$ cat src/inc/smer_consts.vh
// How it works
// - Exception disable turns off collection, scheduling and reporting entirely.
// - While enabled, attribute data is gathered alongside normal operations.
// - Online-only select skips all off-line measurement and data saving.
// - A rezero request forces an off-line measurement immediately.
// - A forced measurement restarts the two-hour schedule timer.
// - Log page 0x3e request returns time left until next measurement.
// - Scheduled measurement runs once per two hours, only with idle bus.
// - A started measurement runs to completion, ignoring host activity.
// - Stall is at most 42 ms online-only and 163 ms fully enabled.
// - Predictive failure reports sense code 01-5d00 via selected method.
// - The reported failure code survives bus resets and power cycles.
// - Each attribute has an interval counter of completed operations.
// - Each attribute has a failure counter of errors within the interval.
// - Failures exceeding threshold before interval end mean unacceptable rate.
// - Interval end without exceeding threshold means acceptable rate.
// - After either verdict both counters clear and a new interval starts.
// - History counter rises on bad, falls on good; threshold flags failure.
`ifndef SMER_CONSTS_VH
`define SMER_CONSTS_VH

// ----------------------------------------------------------------------
// Timing
// ----------------------------------------------------------------------
`define SMER_CLK_MHZ        200
`define SMER_TICKS_PER_SEC  28'd200000000
`define SMER_PERIOD_SEC     7200
`define SMER_ONLINE_MS      42
`define SMER_FULL_MS        163
`define SMER_MS_CYCLES      (`SMER_CLK_MHZ * 1000)

// ----------------------------------------------------------------------
// Host-side codes
// ----------------------------------------------------------------------
`define SMER_LOG_PAGE       8'h3e
`define SMER_SENSE_KEY      8'h01
`define SMER_SENSE_ASC      8'h5d
`define SMER_SENSE_ASCQ     8'h00

// ----------------------------------------------------------------------
// Per-attribute limits
// ----------------------------------------------------------------------
`define SMER_INTERVAL_LEN   16'h0400
`define SMER_ERR_THRESH     16'h0010
`define SMER_HIST_THRESH    8'h08

`endif

$ cat src/logic/smer_monitor_top.v
`timescale 1ns/10ps
`include "smer_consts.vh"

// ----------------------------------------------------------------------
// Error-rate self monitor: attributes, schedule, off-line run, report.
// ----------------------------------------------------------------------
module smer_monitor_top
#(
   parameter        NUM_ATTR      = 4,
   parameter [27:0] TICKS_PER_SEC = `SMER_TICKS_PER_SEC,
   parameter [15:0] PERIOD_SEC    = `SMER_PERIOD_SEC,
   parameter [31:0] ONLINE_CYC    = `SMER_ONLINE_MS * `SMER_MS_CYCLES,
   parameter [31:0] FULL_CYC      = `SMER_FULL_MS * `SMER_MS_CYCLES
)
(
   // Clock and reset.
   input  wire                clk,
   input  wire                sys_rst,
   // Mode page control bits.
   input  wire                exception_disable,
   input  wire                online_only_select,
   input  wire                reportEnable,
   // Host commands.
   input  wire                rezeroReq,
   input  wire                logSenseReq,
   input  wire [7:0]          logSensePage,
   input  wire                busIdle,
   // Drive operations, one bit per attribute.
   input  wire [NUM_ATTR-1:0] opDone,
   input  wire [NUM_ATTR-1:0] opError,
   // Nonvolatile store of the reported code.
   input  wire                nvFailStored,
   output reg                 nvFailWrite,
   // Off-line measurement handshake to the drive firmware side.
   output reg                 measureBusy,
   output reg                 measureSave,
   // Log sense answer.
   output reg                 logValid,
   output reg  [15:0]         logSecondsLeft,
   // Exception report.
   output reg                 senseValid,
   output reg  [7:0]          senseKey,
   output reg  [7:0]          senseAsc,
   output reg  [7:0]          senseAscq
);

   // -------------------------------------------------------------------
   // State
   // -------------------------------------------------------------------
   localparam [1:0] ST_IDLE = 2'h0;
   localparam [1:0] ST_RUN  = 2'h1;
   localparam [1:0] ST_SAVE = 2'h2;

   reg  [1:0]          state;
   reg  [1:0]          next_state;
   reg  [31:0]         runCount;
   reg  [31:0]         runLimit;
   reg                 restartTimer;
   reg                 failLatched;
   wire                enable;
   wire [NUM_ATTR-1:0] attrFail;
   wire [15:0]         secondsLeft;
   wire                due;
   wire                startRun;

   assign enable = !exception_disable;

   // -------------------------------------------------------------------
   // Attribute monitors
   // -------------------------------------------------------------------
   // Each attribute collects on-line data from normal operations.
   genvar g;
   generate
      for (g = 0; g < NUM_ATTR; g = g + 1)
      begin : gAttr
         smer_attr_monitor
         #(
            .INTERVAL_LEN (`SMER_INTERVAL_LEN),
            .ERR_THRESH   (`SMER_ERR_THRESH),
            .HIST_THRESH  (`SMER_HIST_THRESH)
         )
         uAttr
         (
            .clk         (clk),
            .sys_rst     (sys_rst),
            .enable      (enable),
            .opDone      (opDone[g]),
            .opError     (opError[g]),
            .predictFail (attrFail[g])
         );
      end
   endgenerate

   // -------------------------------------------------------------------
   // Schedule timer
   // -------------------------------------------------------------------
   smer_scheduler
   #(
      .TICKS_PER_SEC (TICKS_PER_SEC),
      .PERIOD_SEC    (PERIOD_SEC)
   )
   uSched
   (
      .clk         (clk),
      .sys_rst     (sys_rst),
      .enable      (enable),
      .restart     (restartTimer),
      .secondsLeft (secondsLeft),
      .due         (due)
   );

   // -------------------------------------------------------------------
   // Off-line measurement sequencer
   // -------------------------------------------------------------------
   // A run starts on rezero, or when due and the bus is idle; never in
   // online-only mode or when disabled.
   assign startRun = enable && !online_only_select &&
                     (rezeroReq || (due && busIdle));

   // Next state; once running, host activity cannot stop the run.
   always @*
   begin
      next_state = state;
      case (state)
         ST_IDLE:
            if (startRun)
               next_state = ST_RUN;
         ST_RUN:
            if (runCount + 32'h00000001 >= runLimit)
               next_state = ST_SAVE;
         ST_SAVE:
            next_state = ST_IDLE;
         default:
            next_state = ST_IDLE;
      endcase
   end

   // Sequencer registers; the stall is bounded by the mode's limit.
   always @(posedge clk or posedge sys_rst)
   begin
      if (sys_rst)
      begin
         state        <= ST_IDLE;
         runCount     <= 32'h00000000;
         runLimit     <= 32'h00000001;
         restartTimer <= 1'b0;
         measureBusy  <= 1'b0;
         measureSave  <= 1'b0;
      end
      else
      begin
         state        <= next_state;
         restartTimer <= (state == ST_IDLE) && startRun;
         measureSave  <= (state == ST_RUN) && (next_state == ST_SAVE);
         measureBusy  <= (next_state == ST_RUN);
         if (state == ST_IDLE)
         begin
            runCount <= 32'h00000000;
            runLimit <= online_only_select ? ONLINE_CYC : FULL_CYC;
         end
         else if (state == ST_RUN)
            runCount <= runCount + 32'h00000001;
      end
   end

   // -------------------------------------------------------------------
   // Log sense answer
   // -------------------------------------------------------------------
   // Page 0x3e returns seconds until the next scheduled measurement.
   always @(posedge clk or posedge sys_rst)
   begin
      if (sys_rst)
      begin
         logValid       <= 1'b0;
         logSecondsLeft <= 16'h0000;
      end
      else
      begin
         logValid <= logSenseReq && (logSensePage == `SMER_LOG_PAGE);
         if (logSenseReq && (logSensePage == `SMER_LOG_PAGE))
            logSecondsLeft <= secondsLeft;
      end
   end

   // -------------------------------------------------------------------
   // Predictive failure report
   // -------------------------------------------------------------------
   // The failure is latched from any attribute or from the stored copy,
   // so it returns after a reset; a new failure is written to the store.
   always @(posedge clk or posedge sys_rst)
   begin
      if (sys_rst)
      begin
         failLatched <= 1'b0;
         nvFailWrite <= 1'b0;
         senseValid  <= 1'b0;
         senseKey    <= 8'h00;
         senseAsc    <= 8'h00;
         senseAscq   <= 8'h00;
      end
      else
      begin
         failLatched <= failLatched || nvFailStored || (|attrFail);
         nvFailWrite <= (|attrFail) && !failLatched && !nvFailStored;
         senseValid  <= enable && reportEnable && failLatched;
         if (enable && reportEnable && failLatched)
         begin
            senseKey  <= `SMER_SENSE_KEY;
            senseAsc  <= `SMER_SENSE_ASC;
            senseAscq <= `SMER_SENSE_ASCQ;
         end
         else
         begin
            senseKey  <= 8'h00;
            senseAsc  <= 8'h00;
            senseAscq <= 8'h00;
         end
      end
   end

endmodule // smer_monitor_top

$ cat src/logic/smer_attr_monitor.v
`timescale 1ns/10ps
`include "smer_consts.vh"

// ----------------------------------------------------------------------
// One attribute: interval, failure and history counters.
// ----------------------------------------------------------------------
module smer_attr_monitor
#(
   parameter [15:0] INTERVAL_LEN = `SMER_INTERVAL_LEN,
   parameter [15:0] ERR_THRESH   = `SMER_ERR_THRESH,
   parameter [7:0]  HIST_THRESH  = `SMER_HIST_THRESH
)
(
   // Clock and reset.
   input  wire clk,
   input  wire sys_rst,
   // Events.
   input  wire enable,
   input  wire opDone,
   input  wire opError,
   // Verdict.
   output reg  predictFail
);

   reg [15:0] intervalCount;
   reg [15:0] failCount;
   reg [7:0]  history;
   wire [15:0] next_fail;
   wire        badRate;
   wire        goodRate;

   assign next_fail = failCount + {15'h0000, opError};
   // Errors over threshold end the interval early as unacceptable.
   assign badRate  = enable && (next_fail > ERR_THRESH);
   assign goodRate = enable && !badRate && opDone &&
                     (intervalCount + 16'h0001 >= INTERVAL_LEN);

   // Counters; interval and failure counts clear after any verdict or when disabled.
   always @(posedge clk or posedge sys_rst)
   begin
      if (sys_rst)
      begin
         intervalCount <= 16'h0000;
         failCount     <= 16'h0000;
         history       <= 8'h00;
         predictFail   <= 1'b0;
      end
      else if (!enable)
      begin
         intervalCount <= 16'h0000;
         failCount     <= 16'h0000;
      end
      else
      begin
         if (badRate || goodRate)
         begin
            intervalCount <= 16'h0000;
            failCount     <= 16'h0000;
         end
         else
         begin
            if (opDone)
               intervalCount <= intervalCount + 16'h0001;
            failCount <= next_fail;
         end
         if (badRate && history != 8'hff)
            history <= history + 8'h01;
         else if (goodRate && history != 8'h00)
            history <= history - 8'h01;
         if (badRate && history + 8'h01 >= HIST_THRESH)
            predictFail <= 1'b1;
      end
   end

endmodule // smer_attr_monitor

$ cat src/logic/smer_scheduler.v
`timescale 1ns/10ps
`include "smer_consts.vh"

// ----------------------------------------------------------------------
// Two-hour schedule timer: seconds remaining until next measurement.
// ----------------------------------------------------------------------
module smer_scheduler
#(
   parameter [27:0] TICKS_PER_SEC = `SMER_TICKS_PER_SEC,
   parameter [15:0] PERIOD_SEC    = `SMER_PERIOD_SEC
)
(
   // Clock and reset.
   input  wire        clk,
   input  wire        sys_rst,
   // Control.
   input  wire        enable,
   input  wire        restart,
   // Status.
   output reg  [15:0] secondsLeft,
   output reg         due
);

   reg [27:0] tick;

   // Count down once per second; a restart reloads the full period.
   always @(posedge clk or posedge sys_rst)
   begin
      if (sys_rst)
      begin
         tick        <= 28'h0000000;
         secondsLeft <= PERIOD_SEC;              // No run falls due at once.
         due         <= 1'b0;
      end
      else if (!enable || restart)
      begin
         tick        <= 28'h0000000;
         secondsLeft <= PERIOD_SEC;
         due         <= 1'b0;
      end
      else if (secondsLeft == 16'h0000)
         due <= 1'b1;
      else if (tick + 28'h0000001 >= TICKS_PER_SEC)
      begin
         tick        <= 28'h0000000;
         secondsLeft <= secondsLeft - 16'h0001;
      end
      else
         tick <= tick + 28'h0000001;
   end

endmodule // smer_scheduler

$ cat config.mk
export PLATFORM = sky130hd
export DESIGN_NAME = smer_monitor_top
export DESIGN_NICKNAME = d
export VERILOG_FILES = /design/src/logic/smer_monitor_top.v /design/src/logic/smer_attr_monitor.v /design/src/logic/smer_scheduler.v
export VERILOG_INCLUDE_DIRS = /design/src /design/src/inc
export SDC_FILE = /design/constraint.sdc
export NUM_CORES = 1
export LEC_CHECK = 0
export ABC_CLOCK_PERIOD_IN_PS = 11300
export BUFFER_PORTS_ARGS = -buffer_cell sky130_fd_sc_hd__buf_2
export CORE_UTILIZATION = 60
export DETAILED_ROUTE_END_ITERATION = 6
export PLACE_DENSITY = 0.75
export SYNTH_ARGS = -nofsm -noshare
export SYNTH_HDL_FRONTEND = slang
export SYNTH_SLANG_ARGS = --single-unit
export TNS_END_PERCENT = 100
$ cat constraint.sdc
create_clock -name clk -period 11.3 [get_ports clk]
set_input_delay 1.695 -clock clk [delete_from_list [all_inputs] [get_ports clk]]
set_output_delay 1.695 -clock clk [all_outputs]
set_load 0.005 [all_outputs]
==> flow_summary_export.csv, run 1 <==
group,metric,value,unit
finish,finish.utilization,67.5,%
synth,syn_area,15400,µm²
synth,synthArstFlopShare,100,%
floorplanning,die_area,26300,µm²
timing,period_minus_slack,4.61,ns
timing,slew_headroom,28.0,%
timing,fin_skew,0.00956,ns
global_route,grt_max_degree,127,
finish,final_common_cell,"dfrtp_1",
synth,synth-seq-cells,269,
place,dp_hpwl,21600,µm
cts,cts_sinks,269,
place,gp_congestion,0.870,
pwr,p_leak,7.54,nW
synth,synthMuxAreaShare,3.09,%
status,outcome,"complete, no violations",
cts,clockBufferDepth,3,
cts,cts-root-buf,"clkbuf_16",
synth,ys_types,85,
finish,layout_common_cells,"264 x dfrtp_1, 146 x nand2_1, 113 x nor2_1",
floorplanning,die_h,162,µm
cts,numCtsBuffers,30,
global_route,overflow,0,
finish,area.growth.synth_to_final,10.2,%
timing,finalSetupViolCount,0,
drt,routedWlPerCell,15.6,µm
global_route,grt_pass1_vias,11800,
floorplanning,coreArea,25200,µm²
drt,drt_iter0_markers,901,
synth,synth-main-ff-cell,"dfrtp_1",
drt,antenna_left,0,
synth,netlist_instances,1653,
floorplanning,die_w,162,µm
finish,nFillCells,1974,
cts,cts_tree,"yes",
finish,n_antenna_cell,0,
cts,insertion_delay,0.55,ns
worst_setup_path,cp.required,11.77,ns
drt,dr_total_vias,12600,
pwr,p_per_area,151,nW/µm²
flow_run,max-cap-violations,0,
drt,remaining_drc_errors,0,
global_route,grt_pass1_wl,55500,µm
synth,seq_area_frac_synth,43.7,%
drt,via_per_inst,6.10,
timing,period_share,40.8,%
cts,post_cts_resize_count,0,
cts,htreeDepth,1,
synth,yosys_warnings,0,
finish,drive_gt1_share,10.1,%
worst_setup_path,worstSetupPathType,"in2reg",
worst_setup_path,startpoint_type,"input port",
worst_setup_path,endpoint_kind,"register",
finish,nNetsFinal,1785,
drt,drt_pass1_iterations,6,
min_path,hp-class,"reg2reg",
timing,tightest_slew,1.07,ns
min_path,worstHoldPathCells,1,
worst_setup_path,worstPathMaxFanout,11,
synth,synth-compound-area-share,15.9,%
floorplanning,rows,58,
timing,rsz0062_at_grt,"false",
timing,maxSlewViolCount,0,
cts,cts.clk_slew.worst_paths,0.07,ns
worst_setup_path,ff2ff_path_depth,9,
drt,totalWireLength,32300,µm
timing,finalHoldViolCount,0,
global_route,grt_use_total,24.9,%
cts,holdBufCountCts,0,
timing,fmax,217,MHz
synth,synth_top_family_by_area,"simple AND/OR/NAND/NOR gates",
synth,synthAdderAreaFrac,3.73,%
floorplanning,io_pins,70,
pwr,max-vdd-ir-drop,0.000122,V
global_route,antenna_found_initial,0,
timing,finalSetupTns,0,ns
place,io_buffers,51,
synth,synth-edff-count,0,
floorplanning,start_util,61.2,%
synth,synth_xor_area_share,4.03,%
synth,synthSimpleGateAreaFrac,25.6,%
synth,syn_avg_cell_area,9.33,µm²
worst_setup_path,arrival,5.09,ns
cts,cts_setup_buffers,0,
==> power breakdown <==
group          internal, mW  leakage (nW)  switching, mW  total [mW]
clock                 0.609         0.508          0.403        1.01
sequential             1.04          3.53          0.125        1.16
combinational         0.172          3.50          0.217       0.389
==> layout make-up <==
| cell class | instances | area [µm²] | share of cell area (%) |
|---|---|---|---|
| Timing Repair Buffer | 59 | 315 | 1.86 |
| Tap cell | 330 | 413 | 2.43 |
| Multi-Input combinational cell | 1312 | 8310 | 48.9 |
| Clock inverter | 16 | 173 | 1.02 |
| Sequential cell | 269 | 6740 | 39.7 |
| Inverter | 42 | 165 | 0.972 |
| Clock buffer | 40 | 870 | 5.12 |
==> cells in the mapped netlist, types with 14 or more instances <==
master,n,area share [%]
nor2b_1,14,0.57
o31ai_1,25,1.2
mux2i_1,18,1.2
nor2_1,114,2.8
dfrtp_1,264,43
nand2b_1,20,0.81
or3_1,35,1.4
nor3_1,70,2.3
xnor2_1,44,2.5
inv_1,42,1.0
nand3_1,98,3.2
clkbuf_1,48,1.2
and2_1,36,1.5
nor4_1,34,1.4
and3_1,52,2.1
nand2_1,146,3.6
a21o_1,26,1.3
a31oi_1,25,1.0
nand4_1,42,1.7
ha_1,46,3.7
a21oi_1,42,1.4
o21ai_0,81,2.6
buf_4,27,1.3
a22o_1,37,2.1
mux2_2,24,1.8
xor2_1,27,1.5
==> stage by stage <==
stage	power [mW]	area (µm²)	setup WS (ns)	hold WS [ns]	std cells
final	2.56	17000	6.69	0.456	2068
after detailed placement	1.56	15900	6.11	0.448	2012
after global routing	2.69	17000	6.38	0.468	2068
after CTS	2.58	17000	6.71	0.456	2068
after floorplan	1.47	15700	2.20	0.430	1714
after global placement	1.54	15900	6.29	0.441	2012
==> state kept, by name, indices dropped and copies added, names as in the netlist <==
signal,cells
logValid,1
state,2
runCount,32
failLatched,1
gAttr.uAttr.failCount,64
uSched.secondsLeft,16
measureBusy,1
runLimit,3
gAttr.uAttr.predictFail,4
logSecondsLeft,16
uSched.tick,28
measureSave,1
uSched.due,1
gAttr.uAttr.intervalCount,64
senseAsc,1
restartTimer,1
nvFailWrite,1
gAttr.uAttr.history,32
==> routing by layer <==
metal  up-vias  track usage, %  routed length (µm)
li1       6169               -                   -
met1      6098            35.7               15200
met2       314            40.7               15300
met3        43            2.48                1370
met4         0            6.00                 435
met5         -               0                   0
==> path summary, 6_finish.rpt <==
check | start | to | slack (ns)
max in group asynchronous | sys_rst | logSecondsLeft[9] | 8.44
hold / removal | failLatched | nvFailWrite | 0.46
setup / recovery | opError[1] | gAttr[1].uAttr.intervalCount[8] | 6.69
min in group asynchronous | sys_rst | gAttr[1].uAttr.intervalCount[1] | 1.30
setup reg to reg | uSched.tick[0] | uSched.tick[12] | 7.17
hold reg to reg | failLatched | nvFailWrite | 0.46
==> cell families (layout without fill, tap and decap cells) <==
logic type	count (synthesis)	in the layout
mux	44	44
buf+inv	133	157
flops	269	269
xor+xnor	71	71
other cells	1	62
compound gates	350	350
fa+ha+maj	46	46
simple gates	739	739
==> critical path: stages <==
cell	delay, ns
buf_2	0.10
ha_1	0.25
ha_1	0.33
or4bb_1	0.51
a31oi_1	0.18
a311oi_1	0.06
a211oi_1	0.31
nand3b_1	0.28
nor3_1	0.93
o21ai_0	0.22
a31oi_1	0.22
Power figures use the tool's default switching activity.
==> inputs of run 2 (changes only) <==
ABC_CLOCK_PERIOD_IN_PS = 4800   (was 11300)
clock period = 4.8 ns   (was 11.3 ns; I/O delays follow)
==> flow_summary_export.csv, run 2 (synthesized netlist as in run 1, its figures left out) <==
group,metric,value,unit
drt,drt_iter0_markers,936,
worst_setup_path,startpoint_type,"register",
cts,cts_tree,"yes",
finish,drive_gt1_share,10.3,%
pwr,p_leak,7.60,nW
global_route,grt_max_degree,146,
timing,finalSetupTns,0,ns
floorplanning,die_h,162,µm
cts,numCtsBuffers,30,
finish,largestRegisters,"gAttr.uAttr.failCount (64), gAttr.uAttr.intervalCount (64)",
finish,layout_common_cells,"264 x dfrtp_1, 146 x nand2_1, 114 x nor2_1",
timing,finalHoldViolCount,0,
place,place_area,16000,µm²
cts,holdBufCountCts,0,
status,outcome,"complete, no violations",
flow_run,max-cap-violations,0,
worst_setup_path,critPathBufInv,0,
finish,finish.utilization,67.8,%
cts,post_cts_resize_count,0,
finish,nNetsFinal,1798,
cts,cts_setup_buffers,0,
finish,n_antenna_cell,0,
worst_setup_path,worstSetupPathType,"reg2reg",
place,io_buffers,51,
floorplanning,io_pins,70,
place,placedCellCount,2025,
pwr,power,6.00,mW
finish,final_common_cell,"dfrtp_1",
timing,rsz0062_at_grt,"false",
floorplanning,coreArea,25200,µm²
drt,antenna_left,0,
worst_setup_path,slowest_stage,"nor4_1",
worst_setup_path,endpoint_kind,"register",
worst_setup_path,slowest_delay,0.50,ns
worst_setup_path,worstPathMaxFanout,9,
drt,dr_total_vias,12600,
pwr,p_sw,1.70,mW
drt,via_per_inst,6.06,
global_route,overflow,0,
timing,tightest_slew,0.908,ns
pwr,pwr-share-seq,45.3,%
cts,htreeDepth,1,
timing,fin_skew,0.0258,ns
timing,period_minus_slack,3.87,ns
worst_setup_path,arrival,4.35,ns
global_route,antenna_found_initial,0,
pwr,max-vdd-ir-drop,0.000363,V
floorplanning,rows,58,
finish,design_area,17100,µm²
pwr,clockPowerShare,39.1,%
drt,totalWireLength,32200,µm
place,dp_hpwl,21800,µm
pwr,p_int,4.30,mW
worst_setup_path,crit_chain,"ha_1 > and3_1 > nand3_1 > nor4_1 > and3_1 > xor2_1 > ha_1 > nor2b_1 > o21ai_0 > nand2b_1 > a2111o_1 > nor3_1 > a21o_1",
floorplanning,start_util,61.2,%
timing,finalSetupViolCount,0,
drt,remaining_drc_errors,0,
timing,slew_headroom,39.4,%
cts,cts_sinks,269,
finish,area.growth.synth_to_final,10.7,%
cts,insertion_delay,0.56,ns
place,gp_congestion,0.828,
drt,routedWlPerCell,15.5,µm
worst_setup_path,crit_family,"simple AND/OR/NAND/NOR gates",
global_route,grt_pass1_vias,11800,
floorplanning,die_area,26300,µm²
global_route,grt_pass1_wl,55100,µm
timing,maxSlewViolCount,0,
min_path,hp-class,"in2async",
floorplanning,die_w,162,µm
timing,period_share,80.6,%
pwr,p_per_area,352,nW/µm²
cts,clockBufferDepth,3,
worst_setup_path,cp.required,5.28,ns
global_route,grt_use_total,24.8,%
finish,nFillCells,1977,
cts,cts.clk_slew.worst_paths,0.06,ns
timing,fmax,258,MHz
pwr,combPwrFrac,15.6,%
pwr,swShare,28.3,%
finish,final_cells,2080,
cts,cts-root-buf,"clkbuf_16",
drt,drt_pass1_iterations,6,
## run 2: stage by stage
| step | setup slack [ns] | hold WS [ns] |
|---|---|---|
| after floorplan | 0.531 | 0.430 |
| after global placement | 0.974 | 0.439 |
| after detailed placement | 0.882 | 0.452 |
| after CTS | 0.961 | 0.296 |
| after global routing | 0.501 | 0.319 |
| final | 0.929 | 0.294 |
## run 2: routing by layer
metal,track usage [%],vias up,routed length [µm],part of all wire (%)
met5,0,-,0,0
met4,5.57,0,579,1.8
met3,3.27,45,1380,4.3
met2,41.5,289,15200,47
met1,34.4,6086,15100,47
li1,-,6186,-,-
## run 2: worst paths after layout
check / start / endpoint / slack [ns] / cells past startpoint
setup / recovery: runCount[0] / state[0] / 0.93 / 13
max in group asynchronous: sys_rst / uSched.tick[5] / 3.36 / 3
setup reg to reg: runCount[0] / state[0] / 0.93 / 13
min in group clk: nvFailStored / nvFailWrite / 0.33 / 2
hold / removal: sys_rst / gAttr[1].uAttr.intervalCount[2] / 0.29 / 2
hold reg to reg: failLatched / nvFailWrite / 0.45 / 1
## run 2: cell type report
type	count	area [µm²]	area share [%]
multi-input combinational	1312	8310	48.7
sequential	269	6740	39.5
clock buffer	46	902	5.29
timing repair buffer	72	425	2.49
tap	330	413	2.42
inverter	42	161	0.946
clock inverter	9	123	0.718
## run 2: power groups by stage
stage	clock network [mW]	registers, mW	logic [mW]
floorplan	0	2.64	0.821
global placement	0	2.74	0.893
detailed placement	0	2.75	0.929
CTS	2.40	2.72	0.937
global route	2.49	2.76	1.06
finish	2.34	2.72	0.935
==> inputs of run 3 (changes only) <==
ABC_CLOCK_PERIOD_IN_PS = 3200   (was 4800)
CORE_UTILIZATION = 56   (was 60)
PLACE_DENSITY = 0.73   (was 0.75)
clock period = 3.2 ns   (was 4.8 ns; I/O delays follow)
==> flow_summary_export.csv, run 3 (synthesized netlist as in run 1, its figures left out) <==
group,metric,value,unit
global_route,grt_pass1_wl,58000,µm
timing,fin_skew,0.0156,ns
min_path,hp-class,"in2async",
global_route,grt_use_total,24.2,%
place,dpl_worst_slack,-0.230,ns
drt,totalWireLength,33300,µm
cts,cts_sinks,269,
cts,cts-root-buf,"clkbuf_16",
floorplanning,die_area,28200,µm²
timing,slew_headroom,57.3,%
finish,nFillCells,2106,
floorplanning,rows,60,
drt,antenna_left,0,
pwr,p_per_area,518,nW/µm²
finish,nNetsFinal,1863,
drt,via_per_inst,5.96,
timing,fmax,327,MHz
cts,cts.clk_slew.worst_paths,0.06,ns
timing,finalSetupViolCount,0,
finish,multi_input_area,8420,µm²
worst_setup_path,arrival,3.55,ns
worst_setup_path,worstSetupPathType,"reg2reg",
drt,drt_pass1_iterations,5,
finish,final-seq-area,6740,µm²
finish,area.growth.synth_to_final,15.2,%
timing,timing.final.ws_setup,0.141,ns
pwr,max-vdd-ir-drop,0.000423,V
global_route,grt_max_degree,58,
global_route,grt_pass1_vias,12400,
floorplanning,die_w,168,µm
place,gp_congestion,0.843,
floorplanning,coreArea,27000,µm²
cts,numCtsBuffers,30,
timing,period_share,95.6,%
drt,wl_met3,996,µm
pwr,p_leak,7.98,nW
place,io_buffers,51,
finish,layout_common_cells,"263 x dfrtp_1, 146 x nand2_1, 114 x nor2_1",
cts,insertion_delay,0.56,ns
finish,final_common_cell,"dfrtp_1",
worst_setup_path,cp.required,3.69,ns
finish,design_area,17800,µm²
drt,routedWlPerCell,15.4,µm
timing,period_minus_slack,3.06,ns
worst_setup_path,endpoint_kind,"register",
finish,n_antenna_cell,0,
cts,cts_tree,"yes",
floorplanning,start_util,57.2,%
drt,top_layer,"met4",
flow_run,max-cap-violations,0,
finish,drive_gt1_share,14.8,%
drt,dr_total_vias,12900,
worst_setup_path,startpoint_type,"register",
timing,finalHoldViolCount,0,
drt,drt-met1-wl,15600,µm
timing,maxSlewViolCount,0,
worst_setup_path,worstPathMaxFanout,6,
global_route,overflow,0,
place,place_area,16600,µm²
cts,clockBufferDepth,3,
drt,drt_iter0_markers,943,
status,outcome,"complete, no violations",
floorplanning,die_h,168,µm
timing,tightest_slew,0.635,ns
finish,largestRegisters,"gAttr.uAttr.failCount (64), gAttr.uAttr.intervalCount (64)",
global_route,antenna_found_initial,0,
finish,finish.utilization,65.9,%
place,dp_hpwl,23000,µm
timing,rsz0062_at_grt,"false",
drt,remaining_drc_errors,0,
cts,holdBufCountCts,0,
floorplanning,io_pins,70,
cts,htreeDepth,1,
drt,wl_met2,16000,µm
run 3: cell types whose count changed in the layout (fill, tap and decap cells not counted), sizes merged:
cell      before  now
buf           72  137
clkbuf        46   40
clkinvlp       2    7
bufinv         3    4
clkinv         5    6
run 3: timing repair:
item	CTS	global route
pin swaps	0	2
cloned	0	0
buffers inserted	0	1
endpoints found under the setup margin	3	28
resized for setup	2	14
run 3: per-layer routing:
layer | vias to the layer above | track usage [%]
met3 | 54 | 2.75
met4 | 0 | 6.26
met1 | 6231 | 32.9
li1 | 6336 | -
met5 | - | 0
met2 | 234 | 41.3
run 3: area by class of cell:
class / count / area share (%)
multi-input combinational: 1312 / 47.4
sequential: 269 / 37.9
timing repair buffer: 137 / 5.35
clock buffer: 40 / 4.90
tap: 341 / 2.40
clock inverter: 16 / 1.12
inverter: 42 / 0.909
run 3: power breakdown:
| part | internal (mW) | switching, mW | total [mW] |
|---|---|---|---|
| sequential | 3.67 | 0.401 | 4.07 |
| combinational | 0.668 | 0.817 | 1.48 |
| clock | 2.23 | 1.42 | 3.65 |
run 3: critical path: stages, from the launching register on:
cell     delay [ns]
dfrtp_1        0.33
ha_1           0.18
nand4_2        0.09
or4_1          0.54
or4b_1         0.51
mux2_4         0.28
or3_1          0.50
or3_1          0.43
mux2i_1        0.12
run 3: stage by stage:
| stage | hold slack (ns) | cells | power, mW | setup TNS, ns |
|---|---|---|---|---|
| 3_3_place_gp | 0.438 | 2100 | 5.51 | -0.361 |
| 4_1_cts | 0.00351 | 2156 | 9.28 | 0 |
| 6_report | 0.0117 | 2157 | 9.21 | 0 |
| 3_5_place_dp | 0.456 | 2100 | 5.58 | -1.60 |
| 5_1_grt | 0.0503 | 2157 | 9.68 | 0 |
| 2_1_floorplan | 0.430 | 1714 | 5.19 | -218.95 |
run 3: worst paths after layout:
path / startpoint / endpoint / slack [ns] / cells after the start
setup / recovery: gAttr[0].uAttr.failCount[0] / gAttr[0].uAttr.intervalCount[6] / 0.14 / 8
hold / removal: sys_rst / runCount[2] / 0.01 / 2
setup reg to reg: gAttr[0].uAttr.failCount[0] / gAttr[0].uAttr.intervalCount[6] / 0.14 / 8
hold reg to reg: failLatched / nvFailWrite / 0.46 / 1
max in group asynchronous: sys_rst / uSched.secondsLeft[11] / 2.27 / 3
min in group clk: nvFailStored / nvFailWrite / 0.10 / 2
